`src/mpp_pkg.sv`:
```
package mpp_pkg;
   // Widths of the register port
   localparam int ADDR_W = 12;
   localparam int DATA_W = 8;
   localparam int BANK_W = 4;
   localparam int OFFS_W = 8;

   // Bank numbers; the upper address nibble carries the bank selection
   localparam logic [BANK_W-1:0] BANK_PORT_D = 4'h1;
   localparam logic [BANK_W-1:0] BANK_PORT_F = 4'h5;
   localparam logic [BANK_W-1:0] BANK_PORT_J = 4'h8;
   localparam logic [BANK_W-1:0] BANK_CONVERTER = 4'h5;

   // Register offsets inside their bank
   localparam logic [OFFS_W-1:0] OFF_PORT_D_DATA = 8'h10;
   localparam logic [OFFS_W-1:0] OFF_PORT_D_DIRECTION = 8'h11;
   localparam logic [OFFS_W-1:0] OFF_PORT_F_DATA = 8'h14;
   localparam logic [OFFS_W-1:0] OFF_PORT_F_DIRECTION = 8'h15;
   localparam logic [OFFS_W-1:0] OFF_CONVERTER_CONFIG_ONE = 8'h16;
   localparam logic [OFFS_W-1:0] OFF_PORT_J_DIRECTION = 8'h12;
   localparam logic [OFFS_W-1:0] OFF_PORT_J_DATA = 8'h13;

   // Values after reset
   localparam logic [DATA_W-1:0] DIRECTION_RESET = 8'hFF;
   localparam logic [DATA_W-1:0] LATCH_RESET = 8'h00;
   localparam logic [DATA_W-1:0] CONVERTER_CONFIG_RESET = 8'h00;
   localparam logic [DATA_W-1:0] READ_UNMAPPED = 8'h00;
   localparam logic [DATA_W-1:0] ALL_RELEASED = 8'hFF;
   localparam logic [DATA_W-1:0] ALL_LOW = 8'h00;

   // Field position: set makes port F digital, clear keeps it analog
   localparam int CONV_DIGITAL_BIT = 0;

   // Processor-mode configuration strap codes
   localparam logic [1:0] STRAP_MICROPROCESSOR = 2'h0;
   localparam logic [1:0] STRAP_MICROCONTROLLER = 2'h1;
   localparam logic [1:0] STRAP_EXTENDED_MICROCONTROLLER = 2'h2;
   localparam logic [1:0] STRAP_PROTECTED_MICROCONTROLLER = 2'h3;

   // Decoded processor mode, one-hot
   typedef enum logic [3:0] {
      MPP_MODE_MICROPROCESSOR = 4'h1,
      MPP_MODE_MICROCONTROLLER = 4'h2,
      MPP_MODE_EXTENDED = 4'h4,
      MPP_MODE_PROTECTED = 4'h8
   } mpp_mode_type;
endpackage : mpp_pkg

```
`src/mpp_top.sv`:
```
// Strobed register access was decided locally.
module mpp_top
   import mpp_pkg::*;
(
   input wire logic clk,
   input wire logic sys_rst,
   input wire logic warm_rst,
   input wire logic [1:0] mode_strap,
   input wire logic [mpp_pkg::ADDR_W-1:0] reg_addr,
   input wire logic [mpp_pkg::DATA_W-1:0] reg_wdata,
   input wire logic reg_we,
   input wire logic reg_re,
   output logic [mpp_pkg::DATA_W-1:0] reg_rdata,
   input wire logic [mpp_pkg::DATA_W-1:0] port_d_pin_in,
   output logic [mpp_pkg::DATA_W-1:0] port_d_pin_out,
   output logic [mpp_pkg::DATA_W-1:0] port_d_pin_oe_n,
   input wire logic [mpp_pkg::DATA_W-1:0] port_f_pin_in,
   output logic [mpp_pkg::DATA_W-1:0] port_f_pin_out,
   output logic [mpp_pkg::DATA_W-1:0] port_f_pin_oe_n,
   input wire logic [mpp_pkg::DATA_W-1:0] port_j_pin_in,
   output logic [mpp_pkg::DATA_W-1:0] port_j_pin_out,
   output logic [mpp_pkg::DATA_W-1:0] port_j_pin_oe_n,
   input wire logic [mpp_pkg::DATA_W-1:0] bus_upper_addr_data_byte_out,
   input wire logic bus_upper_drive,
   output logic [mpp_pkg::DATA_W-1:0] bus_upper_addr_data_byte_in,
   output logic bus_active,
   output logic [mpp_pkg::DATA_W-1:0] adc_channel_analog
);
   import mpp_pkg::*;

   // Three ports share one port module; only their overrides differ.
   // Port D yields to the external bus, port F to the converter,
   // and port J has no alternate function at all.
   // Every pin output and enable is registered inside the port module,
   // so all top-level pin outputs come straight from flip-flops.
   // The cost is one cycle between a register write and the pins.

   // Processor mode caught from the strap while the cold reset is held
   mpp_mode_type mode;
   // Converter configuration; decides analog or digital use of port F
   logic [DATA_W-1:0] converter_config_one;
   // Port F digital switch taken from the configuration
   logic port_f_digital;
   // Bus ownership of port D, derived from the mode
   // Fixed between cold resets because the mode is
   logic bus_mode;

   // Write strobes per register
   // Each strobe lasts the one cycle of the bus write
   logic we_d_data;
   logic we_d_dir;
   logic we_f_data;
   logic we_f_dir;
   logic we_j_data;
   logic we_j_dir;
   logic we_conv;

   // Direction views from each port; the latches stay inside the ports
   logic [DATA_W-1:0] d_direction;
   logic [DATA_W-1:0] f_direction;
   logic [DATA_W-1:0] j_direction;

   // Read mux result before registering
   // Zero when idle so the read data never holds a stale value
   logic [DATA_W-1:0] next_reg_rdata;
   // Port D drive request while the bus owns the pins
   logic [DATA_W-1:0] bus_oe_n;

   // The bank select register lives in the core; what reaches this block
   // is the bank already merged into the upper address nibble.
   // A full compare keeps aliases out: one register, one address.
   // Match a bus address against a bank and offset pair
   function automatic logic reg_hit(
      input logic [ADDR_W-1:0] addr,
      input logic [BANK_W-1:0] bank,
      input logic [OFFS_W-1:0] offs
   );
      reg_hit = (addr == {bank, offs});
   endfunction : reg_hit

   // Unknown strap codes cannot occur on two bits, but the default arm
   // still picks a mode that keeps port D as plain I/O, the safer choice.
   // Decode the strap into the one-hot mode
   function automatic mpp_mode_type decode_mode(input logic [1:0] strap);
      mpp_mode_type m;
      m = MPP_MODE_MICROCONTROLLER;
      case (strap)
         STRAP_MICROPROCESSOR: m = MPP_MODE_MICROPROCESSOR;
         STRAP_MICROCONTROLLER: m = MPP_MODE_MICROCONTROLLER;
         STRAP_EXTENDED_MICROCONTROLLER: m = MPP_MODE_EXTENDED;
         STRAP_PROTECTED_MICROCONTROLLER: m = MPP_MODE_PROTECTED;
         default: m = MPP_MODE_MICROCONTROLLER;
      endcase
      decode_mode = m;
   endfunction : decode_mode

   // Configuration strap is sampled during the cold reset only,
   // so the mode cannot change under running software
   // Hold the cold reset for two edges so the strap is surely caught
   always_ff @(posedge clk) begin
      if (sys_rst) begin
         mode <= decode_mode(mode_strap);
      end
   end

   // Bus owns port D in the two external-memory modes
   // Only the modes that fetch from outside need the upper address byte;
   // the other two leave every port D pin to software
   always_comb begin
      case (mode)
         MPP_MODE_MICROPROCESSOR: bus_mode = 1'b1;
         MPP_MODE_EXTENDED: bus_mode = 1'b1;
         MPP_MODE_MICROCONTROLLER: bus_mode = 1'b0;
         MPP_MODE_PROTECTED: bus_mode = 1'b0;
         default: bus_mode = 1'b0;
      endcase
   end

   // Bank and offset are one flat address here; keeping the bank select
   // pointed at the right bank is software's job, so a wrong bank simply
   // misses these registers
   always_comb begin
      we_d_data = 1'b0;
      we_d_dir = 1'b0;
      we_f_data = 1'b0;
      we_f_dir = 1'b0;
      we_j_data = 1'b0;
      we_j_dir = 1'b0;
      we_conv = 1'b0;
      // Defaults above make every miss a no-op, including writes to a
      // register of the wrong bank and writes to unmapped offsets
      // Port J sits alone in its bank among these registers
      if (!reg_we) begin
         // No write this cycle
      end else if (reg_hit(reg_addr, BANK_PORT_D, OFF_PORT_D_DATA)) begin
         we_d_data = 1'b1;
      end else if (reg_hit(reg_addr, BANK_PORT_D, OFF_PORT_D_DIRECTION)) begin
         we_d_dir = 1'b1;
      end else if (reg_hit(reg_addr, BANK_PORT_F, OFF_PORT_F_DATA)) begin
         we_f_data = 1'b1;
      end else if (reg_hit(reg_addr, BANK_PORT_F, OFF_PORT_F_DIRECTION)) begin
         we_f_dir = 1'b1;
      end else if (reg_hit(reg_addr, BANK_CONVERTER, OFF_CONVERTER_CONFIG_ONE)) begin
         we_conv = 1'b1;
      end else if (reg_hit(reg_addr, BANK_PORT_J, OFF_PORT_J_DATA)) begin
         we_j_data = 1'b1;
      end else if (reg_hit(reg_addr, BANK_PORT_J, OFF_PORT_J_DIRECTION)) begin
         we_j_dir = 1'b1;
      end
   end

   // Only bit 0 of the configuration acts in this block; the other bits
   // are stored and read back so software sees what it wrote
   // Converter configuration returns to analog on every reset
   always_ff @(posedge clk) begin
      if (sys_rst || warm_rst) begin
         converter_config_one <= CONVERTER_CONFIG_RESET;
      end else if (we_conv) begin
         converter_config_one <= reg_wdata;
      end
   end

   assign port_f_digital = converter_config_one[CONV_DIGITAL_BIT];

   // Bus drive request turned into per-pin enables, active low
   // One enable for the whole byte: the bus drives all eight lines or none
   assign bus_oe_n = bus_upper_drive ? ALL_LOW : ALL_RELEASED;

   // Port D: plain I/O, or upper address/data byte of the external bus
   // Latch and direction stay writable in bus mode; they only take effect
   // if the mode changes, which needs a cold reset that clears them anyway
   mpp_port u_port_d (
      .clk(clk),
      .sys_rst(sys_rst),
      .warm_rst(warm_rst),
      .data_we(we_d_data),
      .dir_we(we_d_dir),
      .wdata(reg_wdata),
      .force_en(bus_mode),
      .force_out(bus_upper_addr_data_byte_out),
      .force_oe_n(bus_oe_n),
      .latch(),
      .direction(d_direction),
      .pin_out(port_d_pin_out),
      .pin_oe_n(port_d_pin_oe_n)
   );

   // Port F: analog pins hold the drivers off whatever direction says
   // Direction and latch writes made while analog are kept and take
   // effect at the switch to digital
   mpp_port u_port_f (
      .clk(clk),
      .sys_rst(sys_rst),
      .warm_rst(warm_rst),
      .data_we(we_f_data),
      .dir_we(we_f_dir),
      .wdata(reg_wdata),
      .force_en(!port_f_digital),
      .force_out(ALL_LOW),
      .force_oe_n(ALL_RELEASED),
      .latch(),
      .direction(f_direction),
      .pin_out(port_f_pin_out),
      .pin_oe_n(port_f_pin_oe_n)
   );

   // Port J: plain digital I/O, no alternate function
   // Warm reset keeps its latch, so the first output after a warm
   // reset drives the value software left there
   mpp_port u_port_j (
      .clk(clk),
      .sys_rst(sys_rst),
      .warm_rst(warm_rst),
      .data_we(we_j_data),
      .dir_we(we_j_dir),
      .wdata(reg_wdata),
      .force_en(1'b0),
      .force_out(ALL_LOW),
      .force_oe_n(ALL_RELEASED),
      .latch(),
      .direction(j_direction),
      .pin_out(port_j_pin_out),
      .pin_oe_n(port_j_pin_oe_n)
   );

   // Read mux; data registers return the pins, not the latches
   // Latches are never read back: a read that showed the latch would hide
   // a shorted or overloaded output pin from software.
   // Pins are sampled here once, and the registered result is what the
   // core sees, so the read is one clean cycle late
   always_comb begin
      next_reg_rdata = READ_UNMAPPED;
      if (!reg_re) begin
         // Idle cycles read as zero
         next_reg_rdata = READ_UNMAPPED;
      end else if (reg_hit(reg_addr, BANK_PORT_D, OFF_PORT_D_DATA)) begin
         next_reg_rdata = port_d_pin_in;
      end else if (reg_hit(reg_addr, BANK_PORT_D, OFF_PORT_D_DIRECTION)) begin
         next_reg_rdata = d_direction;
      end else if (reg_hit(reg_addr, BANK_PORT_F, OFF_PORT_F_DATA)) begin
         // Analog pins read low so converter voltages never show as data
         next_reg_rdata = port_f_digital ? port_f_pin_in : ALL_LOW;
      end else if (reg_hit(reg_addr, BANK_PORT_F, OFF_PORT_F_DIRECTION)) begin
         next_reg_rdata = f_direction;
      end else if (reg_hit(reg_addr, BANK_CONVERTER, OFF_CONVERTER_CONFIG_ONE)) begin
         next_reg_rdata = converter_config_one;
      end else if (reg_hit(reg_addr, BANK_PORT_J, OFF_PORT_J_DATA)) begin
         next_reg_rdata = port_j_pin_in;
      end else if (reg_hit(reg_addr, BANK_PORT_J, OFF_PORT_J_DIRECTION)) begin
         next_reg_rdata = j_direction;
      end
   end

   // Read data stands one cycle after the strobe and only then
   // Warm reset leaves the read path alone; it holds no state of its own
   always_ff @(posedge clk) begin
      if (sys_rst) begin
         reg_rdata <= READ_UNMAPPED;
      end else begin
         reg_rdata <= next_reg_rdata;
      end
   end

   // Upper byte seen on the port D pins, handed to the bus controller
   // Captured byte is forced low outside bus mode so a stray pin level
   // never reaches the bus controller
   always_ff @(posedge clk) begin
      if (sys_rst) begin
         bus_upper_addr_data_byte_in <= ALL_LOW;
         bus_active <= 1'b0;
      end else begin
         bus_upper_addr_data_byte_in <= bus_mode ? port_d_pin_in : ALL_LOW;
         bus_active <= bus_mode;
      end
   end

   // Tell the converter which channels are analog; all of them until
   // software switches port F to digital
   // Limitation: all eight channels switch together; there is no
   // per-channel analog selection in this block
   always_ff @(posedge clk) begin
      if (sys_rst || warm_rst) begin
         adc_channel_analog <= ALL_RELEASED;
      end else begin
         adc_channel_analog <= port_f_digital ? ALL_LOW : ALL_RELEASED;
      end
   end

endmodule : mpp_top

```
`src/mpp_port.sv`:
```
module mpp_port
   import mpp_pkg::*;
(
   input wire logic clk,
   input wire logic sys_rst,
   input wire logic warm_rst,
   input wire logic data_we,
   input wire logic dir_we,
   input wire logic [mpp_pkg::DATA_W-1:0] wdata,
   input wire logic force_en,
   input wire logic [mpp_pkg::DATA_W-1:0] force_out,
   input wire logic [mpp_pkg::DATA_W-1:0] force_oe_n,
   output logic [mpp_pkg::DATA_W-1:0] latch,
   output logic [mpp_pkg::DATA_W-1:0] direction,
   output logic [mpp_pkg::DATA_W-1:0] pin_out,
   output logic [mpp_pkg::DATA_W-1:0] pin_oe_n
);
   // Output latch: cleared only by the cold reset, kept by the warm one
   always_ff @(posedge clk) begin
      if (sys_rst) begin
         latch <= LATCH_RESET;
      end else if (data_we) begin
         // Writes go to the latch only, never to the pins directly
         latch <= wdata;
      end
   end

   // Direction: every reset makes all pins inputs
   always_ff @(posedge clk) begin
      if (sys_rst || warm_rst) begin
         direction <= DIRECTION_RESET;
      end else if (dir_we) begin
         direction <= wdata;
      end
   end

   // Pin drivers; a one in direction releases the pin, a zero drives the latch
   // Registered so the pins never glitch on decode; costs one cycle of latency
   always_ff @(posedge clk) begin
      if (sys_rst || warm_rst) begin
         pin_out <= ALL_LOW;
         pin_oe_n <= ALL_RELEASED;
      end else if (force_en) begin
         // Alternate function owns the pins
         pin_out <= force_out;
         pin_oe_n <= force_oe_n;
      end else begin
         pin_out <= latch;
         pin_oe_n <= direction;
      end
   end
endmodule : mpp_port

```
`config.mk`:
```
export PLATFORM = sky130hd
export DESIGN_NAME = mpp_top
export DESIGN_NICKNAME = d
export VERILOG_FILES = /design/src/mpp_pkg.sv /design/src/mpp_top.sv /design/src/mpp_port.sv
export SDC_FILE = /design/constraint.sdc
export NUM_CORES = 1
export LEC_CHECK = 0
export BUFFER_PORTS_ARGS = -buffer_cell sky130_fd_sc_hd__buf_2
export CELL_PAD_IN_SITES_DETAIL_PLACEMENT = 0
export CELL_PAD_IN_SITES_GLOBAL_PLACEMENT = 1
export CORE_ASPECT_RATIO = 0.75
export CORE_MARGIN = 2
export CORE_UTILIZATION = 42
export CTS_BUF_LIST = sky130_fd_sc_hd__clkbuf_8 sky130_fd_sc_hd__clkbuf_16
export DETAILED_ROUTE_END_ITERATION = 16
export PLACE_DENSITY = 0.87
export SYNTH_ARGS = -nofsm -noshare
export SYNTH_HDL_FRONTEND = slang
export SYNTH_SLANG_ARGS = --single-unit
```
`constraint.sdc`:
```
create_clock -name clk -period 3.09 [get_ports clk]
set_input_delay 0 -clock clk [delete_from_list [all_inputs] [get_ports clk]]
set_output_delay 0 -clock clk [all_outputs]
set_load 0.1 [all_outputs]
```
### Word-level counts from Yosys, hierarchy flattened

Cells that the tools add are included.
Widths: inputs -> output; s select.

| word-level totals | value |
|---|---|
| bits in registers | 133 |
| bits in latches | 0 |
| bits in writable memories | 0 |
| bits in read-only memories | 0 |
| bits of input ports | 60 |
| output and inout port bits | 73 |
| logic and storage cells | 88 |
| memories kept | 0 |

| cells by class | value |
|---|---|
| $add $sub $neg | 0 |
| multipliers | 0 |
| div/mod/pow operators | 0 |
| order comparisons | 0 |
| equality and inequality tests | 12 |
| shift-type cells | 0 |
| mux-type cells | 49 |
| bitwise logic cells | 3 |
| reduce and logical (&&, ||, !) cells | 6 |

Operators with widths:

| operator | number |
|---|---|
| $mux 8 | 12 |
| $eq 12x11->1 const B | 3 |
| $mux 1 | 36 |
| $eq 12x12->1 const B | 2 |
| $eq 12x9->1 const B | 2 |
| $pmux 4 s4 | 1 |
| $reduce_or 2->1 | 4 |
| $eq 2x2->1 const B | 2 |
| $eq 4x1->1 const B | 1 |
| $eq 4x3->1 const B | 1 |
| $not 1->1 | 3 |
| $eq 2x1->1 const B | 1 |
| $logic_not 2->1 | 1 |
| $logic_or 1x1->1 | 1 |

### Longest topological paths before layout

| logic depth | value |
|---|---|
| depth after elaboration | 9 |
| depth in mapped cells | 8 |
| mapped depth without buffers | 6 |

### By module

A second synthesis with hierarchy kept.

| unflattened totals | value |
|---|---|
| cells, all modules | 518 |
| area total of the unflattened synthesis | 5,207.5 um2 |

By module, submodules not included:

| module | times used | cells each | area an instance (um2) | sequential area each (um2) |
|---|---|---|---|---|
| mpp_port | 3 | 105 | 1,154.9 | 640.6 |
| mpp_top | 1 | 203 | 1,742.9 | 640.6 |

### Worst setup path before layout

No wires, ideal clock.

| timing | value |
|---|---|
| path kind | reg2reg |
| from | register mode[2] |
| to | register u_port_d.pin_out[5] (netlist name) |
| setup time | 0.128 ns |
| data arrival time | 1.459 ns |
| required time | 2.962 ns |
| slack | 1.504 ns |
| cell stages (with the launch flop) | 6 |
| path buffers | 1 |
| clock period less this slack | 1.586 ns |
| path through | edfxtp_1 -> xnor2_1 -> nor3_2 -> buf_2 -> mux2i_1 -> nor2_1 |

| between the ends | value |
|---|---|
| word-level cells in the longest chain between the ends | 4 |
| elaborated cells on any way between the ends | 5 |
| those cells by class | 2 x eq/ne; 2 x mux; 1 x reduce/logical |

RTL lines:

| item | line | RTL |
|---|---|---|
| start, declared | mpp_top.sv:39 | `mpp_mode_type mode;` |
| start signal, assigned | mpp_top.sv:102 | `mode <= decode_mode(mode_strap);` |
| $eq 4x3->1 / $eq 4x1->1 (equally long branches) | mpp_top.sv:110 | `case (mode)` |
| $reduce_or 2->1 (no line) (*) | - |  |
| $mux 1 (*) | mpp_top.sv:110 |  |
| $mux 8 (*) | mpp_port.sv:43 | `end else if (force_en) begin` |
| end signal, assigned | mpp_port.sv:45 | `pin_out <= force_out;` |
| end signal, assigned | mpp_port.sv:48 | `pin_out <= latch;` |
| end, declared | mpp_port.sv:15 | `output logic [mpp_pkg::DATA_W-1:0] pin_out,` |

Every way passes the cells marked *; elsewhere a longest branch is shown, timed or not.
A chain may end at the register's enable or synchronous reset.

### Worst setup path in the final report

| timing | value |
|---|---|
| from | register converter_config_one[0] |
| to | register reg_rdata[6] (netlist name) |

| between the ends | value |
|---|---|
| word-level cells in the longest chain between the ends | 4 |

RTL lines:

| item | line | RTL |
|---|---|---|
| start, declared | mpp_top.sv:41 | `logic [DATA_W-1:0] converter_config_one;` |
| start signal, assigned | mpp_top.sv:159 | `converter_config_one <= reg_wdata;` |
| $mux 8 | mpp_top.sv:242 | `next_reg_rdata = port_f_digital ? port_f_pin_in : ALL_LOW;` |
| $mux 8 | mpp_top.sv:240 | `end else if (reg_hit(reg_addr, BANK_PORT_F, OFF_PORT_F_DATA)) begin` |
| $mux 8 | mpp_top.sv:238 | `end else if (reg_hit(reg_addr, BANK_PORT_D, OFF_PORT_D_DIRECTION)) begin` |
| $mux 8 | mpp_top.sv:236 | `end else if (reg_hit(reg_addr, BANK_PORT_D, OFF_PORT_D_DATA)) begin` |
| end signal, assigned | mpp_top.sv:260 | `reg_rdata <= next_reg_rdata;` |
| end, declared | mpp_top.sv:13 | `output logic [mpp_pkg::DATA_W-1:0] reg_rdata,` |

No other way between the ends.

==> impl_metrics.json <==
{
  "status": "completed",
  "yosys_warnings": 0,
  "die_y_um": 96.3,
  "ys_seq_area_frac": 0.538,
  "finalSetupTns_ns": 0,
  "power_frac_comb": 0.059,
  "ys_ff_latch": 126,
  "clkLatencyLatePin_ns": 0.41,
  "critical_path_arrival_ns": 2.50,
  "synthArstFlopShare": 0,
  "r2r-start": "converter_config_one[0]",
  "ir_worst_vdd_v": 0.000376,
  "slew_violations": 0,
  "slew-limit-headroom": 0.560,
  "clock-sinks": 126,
  "drive_above_1_share": 0.303,
  "crit_end": "reg_rdata[6]",
  "detail-route-antenna-nets": 0,
  "worst_slew_pin_slew_ns": 0.658,
  "cp.required_ns": 3.45,
  "syn_area_sq_um": 4770,
  "cap_violations": 0,
  "die_x_um": 127,
  "groute.usage.overall": 0.214,
  "yosys.area.top_type": "dfxtp_1",
  "p_sw_frac": 0.227,
  "final.period_utilization": 0.694,
  "routed_wirelength_um": 12700,
  "core_sq_um": 11000,
  "period_needed_ns": 2.14,
  "start_util": 0.434,
  "setup_viol": 0,
  "rsz0062_at_grt": "no",
  "hpwl_um": 8690,
  "fmax_ghz": 0.467,
  "synth.most_common_cell": "dfxtp_1",
  "endpoint_kind": "register",
  "ff2ff_setup_slack_ns": 0.95,
  "gp_congestion": 0.872,
  "reg2reg_depth": 6,
  "cp_cell_sequence": "nor2b_1 > a22oi_1 > nor2_1 > a21oi_1 > o21ai_1 > dlygate4sd3_1",
  "hp-class": "in -> reg",
  "dieArea_sq_um": 12200,
  "powerDensity_nw_per_um2": 626,
  "pwr-share-clk": 0.529,
  "vias_per_cell": 5.02,
  "firstDrtPassIters": 4,
  "drt_iter0_drc": 357,
  "p_int_w": 0.00309,
  "ys_types": 45,
  "critPathLaunch": "converter_config_one[0]",
  "synthCells": 500,
  "cp_max_fo": 12,
  "cpPeakStageDelay_ns": 0.61,
  "num_rows": 33,
  "grt_overflow": 0,
  "wl_per_cell_um": 15.8,
  "grt_pass1_wl_um": 19800,
  "seqPwrFrac": 0.412,
  "startpoint_type": "register",
  "clk_path_buf_depth": 2,
  "skew_ns": 0.00551,
  "synth-edff-count": 4,
  "synthTopCellsByCount": "122 x dfxtp_1, 71 x nand2_1, 54 x nor2_1",
  "nNetsFinal": 711,
  "cp_slowest_cell": "dfxtp_1",
  "num_vias": 4035,
  "numPortBuffers": 132,
  "cts_tree": "yes",
  "critPathKind": "reg -> reg",
  "drc_errors": 0,
  "synth_ff_type": "dfxtp_1",
  "postSynthAreaPerCell_sq_um": 9.53,
  "dp_cells": 742,
  "htree_levels": 4,
  "final_cells": 804,
  "ios": 133,
  "antenna_found_initial": 0,
  "syn_nets": 560,
  "report.power.total_w": 0.00400,
  "grt_pass1_vias": 3862,
  "leakage_nw": 2.82,
  "ys_top_cells_by_area": "dfxtp_1 51%, mux2i_1 8.4%, nand2_1 5.6%, nor2_1 4.3%, nand3_1 3.4%",
  "hold_viol": 0,
  "clk_pin_slew_ns": 0.06,
  "grt_max_degree": 49,
  "syn_to_final_growth_pct": 34.1,
  "power.switching_w": 0.000906,
  "cts_made_buffers": 17,
  "rr_endpoint": "reg_rdata[6]",
  "synth_top_area_share": 0.512,
  "root_buffer": "clkbuf_16",
  "whs_ns": 0.0411,
  "diodes": 0,
  "cts_resized": 0
}
## flip-flops by register name, indices dropped and copies added (netlist names)
signal,flops
reg_rdata,8
u_port_f.direction,8
u_port_j.direction,8
u_port_f.pin_out,8
u_port_j.latch,8
bus_active,1
u_port_d.direction,8
bus_upper_addr_data_byte_in,8
u_port_j.pin_out,8
u_port_d.latch,8
u_port_f.latch,8
u_port_f.pin_oe_n,8
adc_channel_analog,1
u_port_d.pin_out,8
u_port_d.pin_oe_n,8
u_port_j.pin_oe_n,8
converter_config_one,8
mode,4
## repair_timing
item | in CTS | in global routing
setup endpoints to repair | 0 | 0
setup buffers | 0 | 0
hold endpoints to repair | 73 | 0
hold buffers | 30 | 0
## worst max-delay path: cells and delay by family, from the launching register on
family | cells | cell delay (ns)
buffers and inverters | 1 | 0.55
AND/OR/NAND/NOR | 2 | 0.63
AO/OA/AOI/OAI | 3 | 0.30
flip-flops | 1 | 0.61
## kinds of logic after synthesis
family / synth area share
and+or+nand+nor: 0.289
DFF: 0.538
muxes: 0.0864
AOI/OAI and AO/OA: 0.0465
buffers and inverters: 0.0383
xor gates and xnor gates: 0.00184
## per-layer routing
layer  part of all wire  up-vias  track usage
met2               0.47      132        0.351
met3              0.066       10       0.0573
met1               0.45     1885        0.277
li1                   -     2008            -
met5                  0        -            0
met4             0.0099        0       0.0705
## power groups by stage
stage	Sequential, W	Clock, W	Combinational [W]
finish	0.00165	0.00211	0.000236
global route	0.00165	0.00223	0.000252
CTS	0.00165	0.00215	0.000235
detailed placement	0.00168	0	0.000207
global placement	0.00168	0	0.000204
floorplan	0.00173	0	0.0000708
## cell usage in the layout, fill, tap and decap left out, types with 2 or more instances in the layout
| master | n |
|---|---|
| buf_2 | 132 |
| nor2_1 | 53 |
| nor4_1 | 2 |
| o21ai_0 | 14 |
| and2_1 | 17 |
| buf_4 | 4 |
| nand2_1 | 71 |
| clkinv_4 | 3 |
| dlygate4sd3_1 | 30 |
| nor2_4 | 2 |
| nand4b_1 | 8 |
| clkbuf_16 | 17 |
| nor2b_1 | 6 |
| dfxtp_1 | 122 |
| nand2_2 | 2 |
| nand4_1 | 16 |
| nor3b_2 | 2 |
| clkinvlp_4 | 2 |
| nor2_2 | 2 |
| inv_6 | 3 |
| o2111ai_1 | 2 |
| a21oi_1 | 7 |
| mux2i_1 | 40 |
| or2_2 | 15 |
| and3_1 | 9 |
| bufinv_16 | 4 |
| nand3_1 | 32 |
| edfxtp_1 | 4 |
| a22oi_1 | 8 |
| or3_1 | 14 |
## through the flow
step | setup WS [ns] | instance area, sq um | util
2_1_floorplan | 1.50 | 4770 | -
3_3_place_gp | 1.26 | 5460 | 0.497
3_5_place_dp | 1.13 | 5460 | 0.497
4_1_cts | 0.956 | 6390 | 0.582
5_1_grt | 0.822 | 6390 | 0.582
6_report | 0.947 | 6390 | 0.582
## worst min-delay path by stage
stage / from / to / slack, ns / cells past startpoint
after global placement: port_d_pin_in[4] / reg_rdata[4] / 0.22 / 3
after global routing: port_f_pin_in[0] / reg_rdata[0] / 0.09 / 5
after detailed placement: port_d_pin_in[0] / reg_rdata[0] / 0.23 / 3
after CTS: port_f_pin_in[1] / reg_rdata[1] / 0.03 / 5
after floorplan: warm_rst / u_port_j.pin_oe_n[0] / 0.1 / 1
final: port_f_pin_in[1] / reg_rdata[1] / 0.04 / 5
## area by class of cell
type	instances	area (sq um)
Fill cell	953	4590
Inverter	1	3.75
Sequential cell	126	2560
Tap cell	140	175
Multi-Input combinational cell	339	2020
Clock inverter	15	210
Clock buffer	17	425
Timing Repair Buffer	166	991
Power figures use the tool's default switching activity.
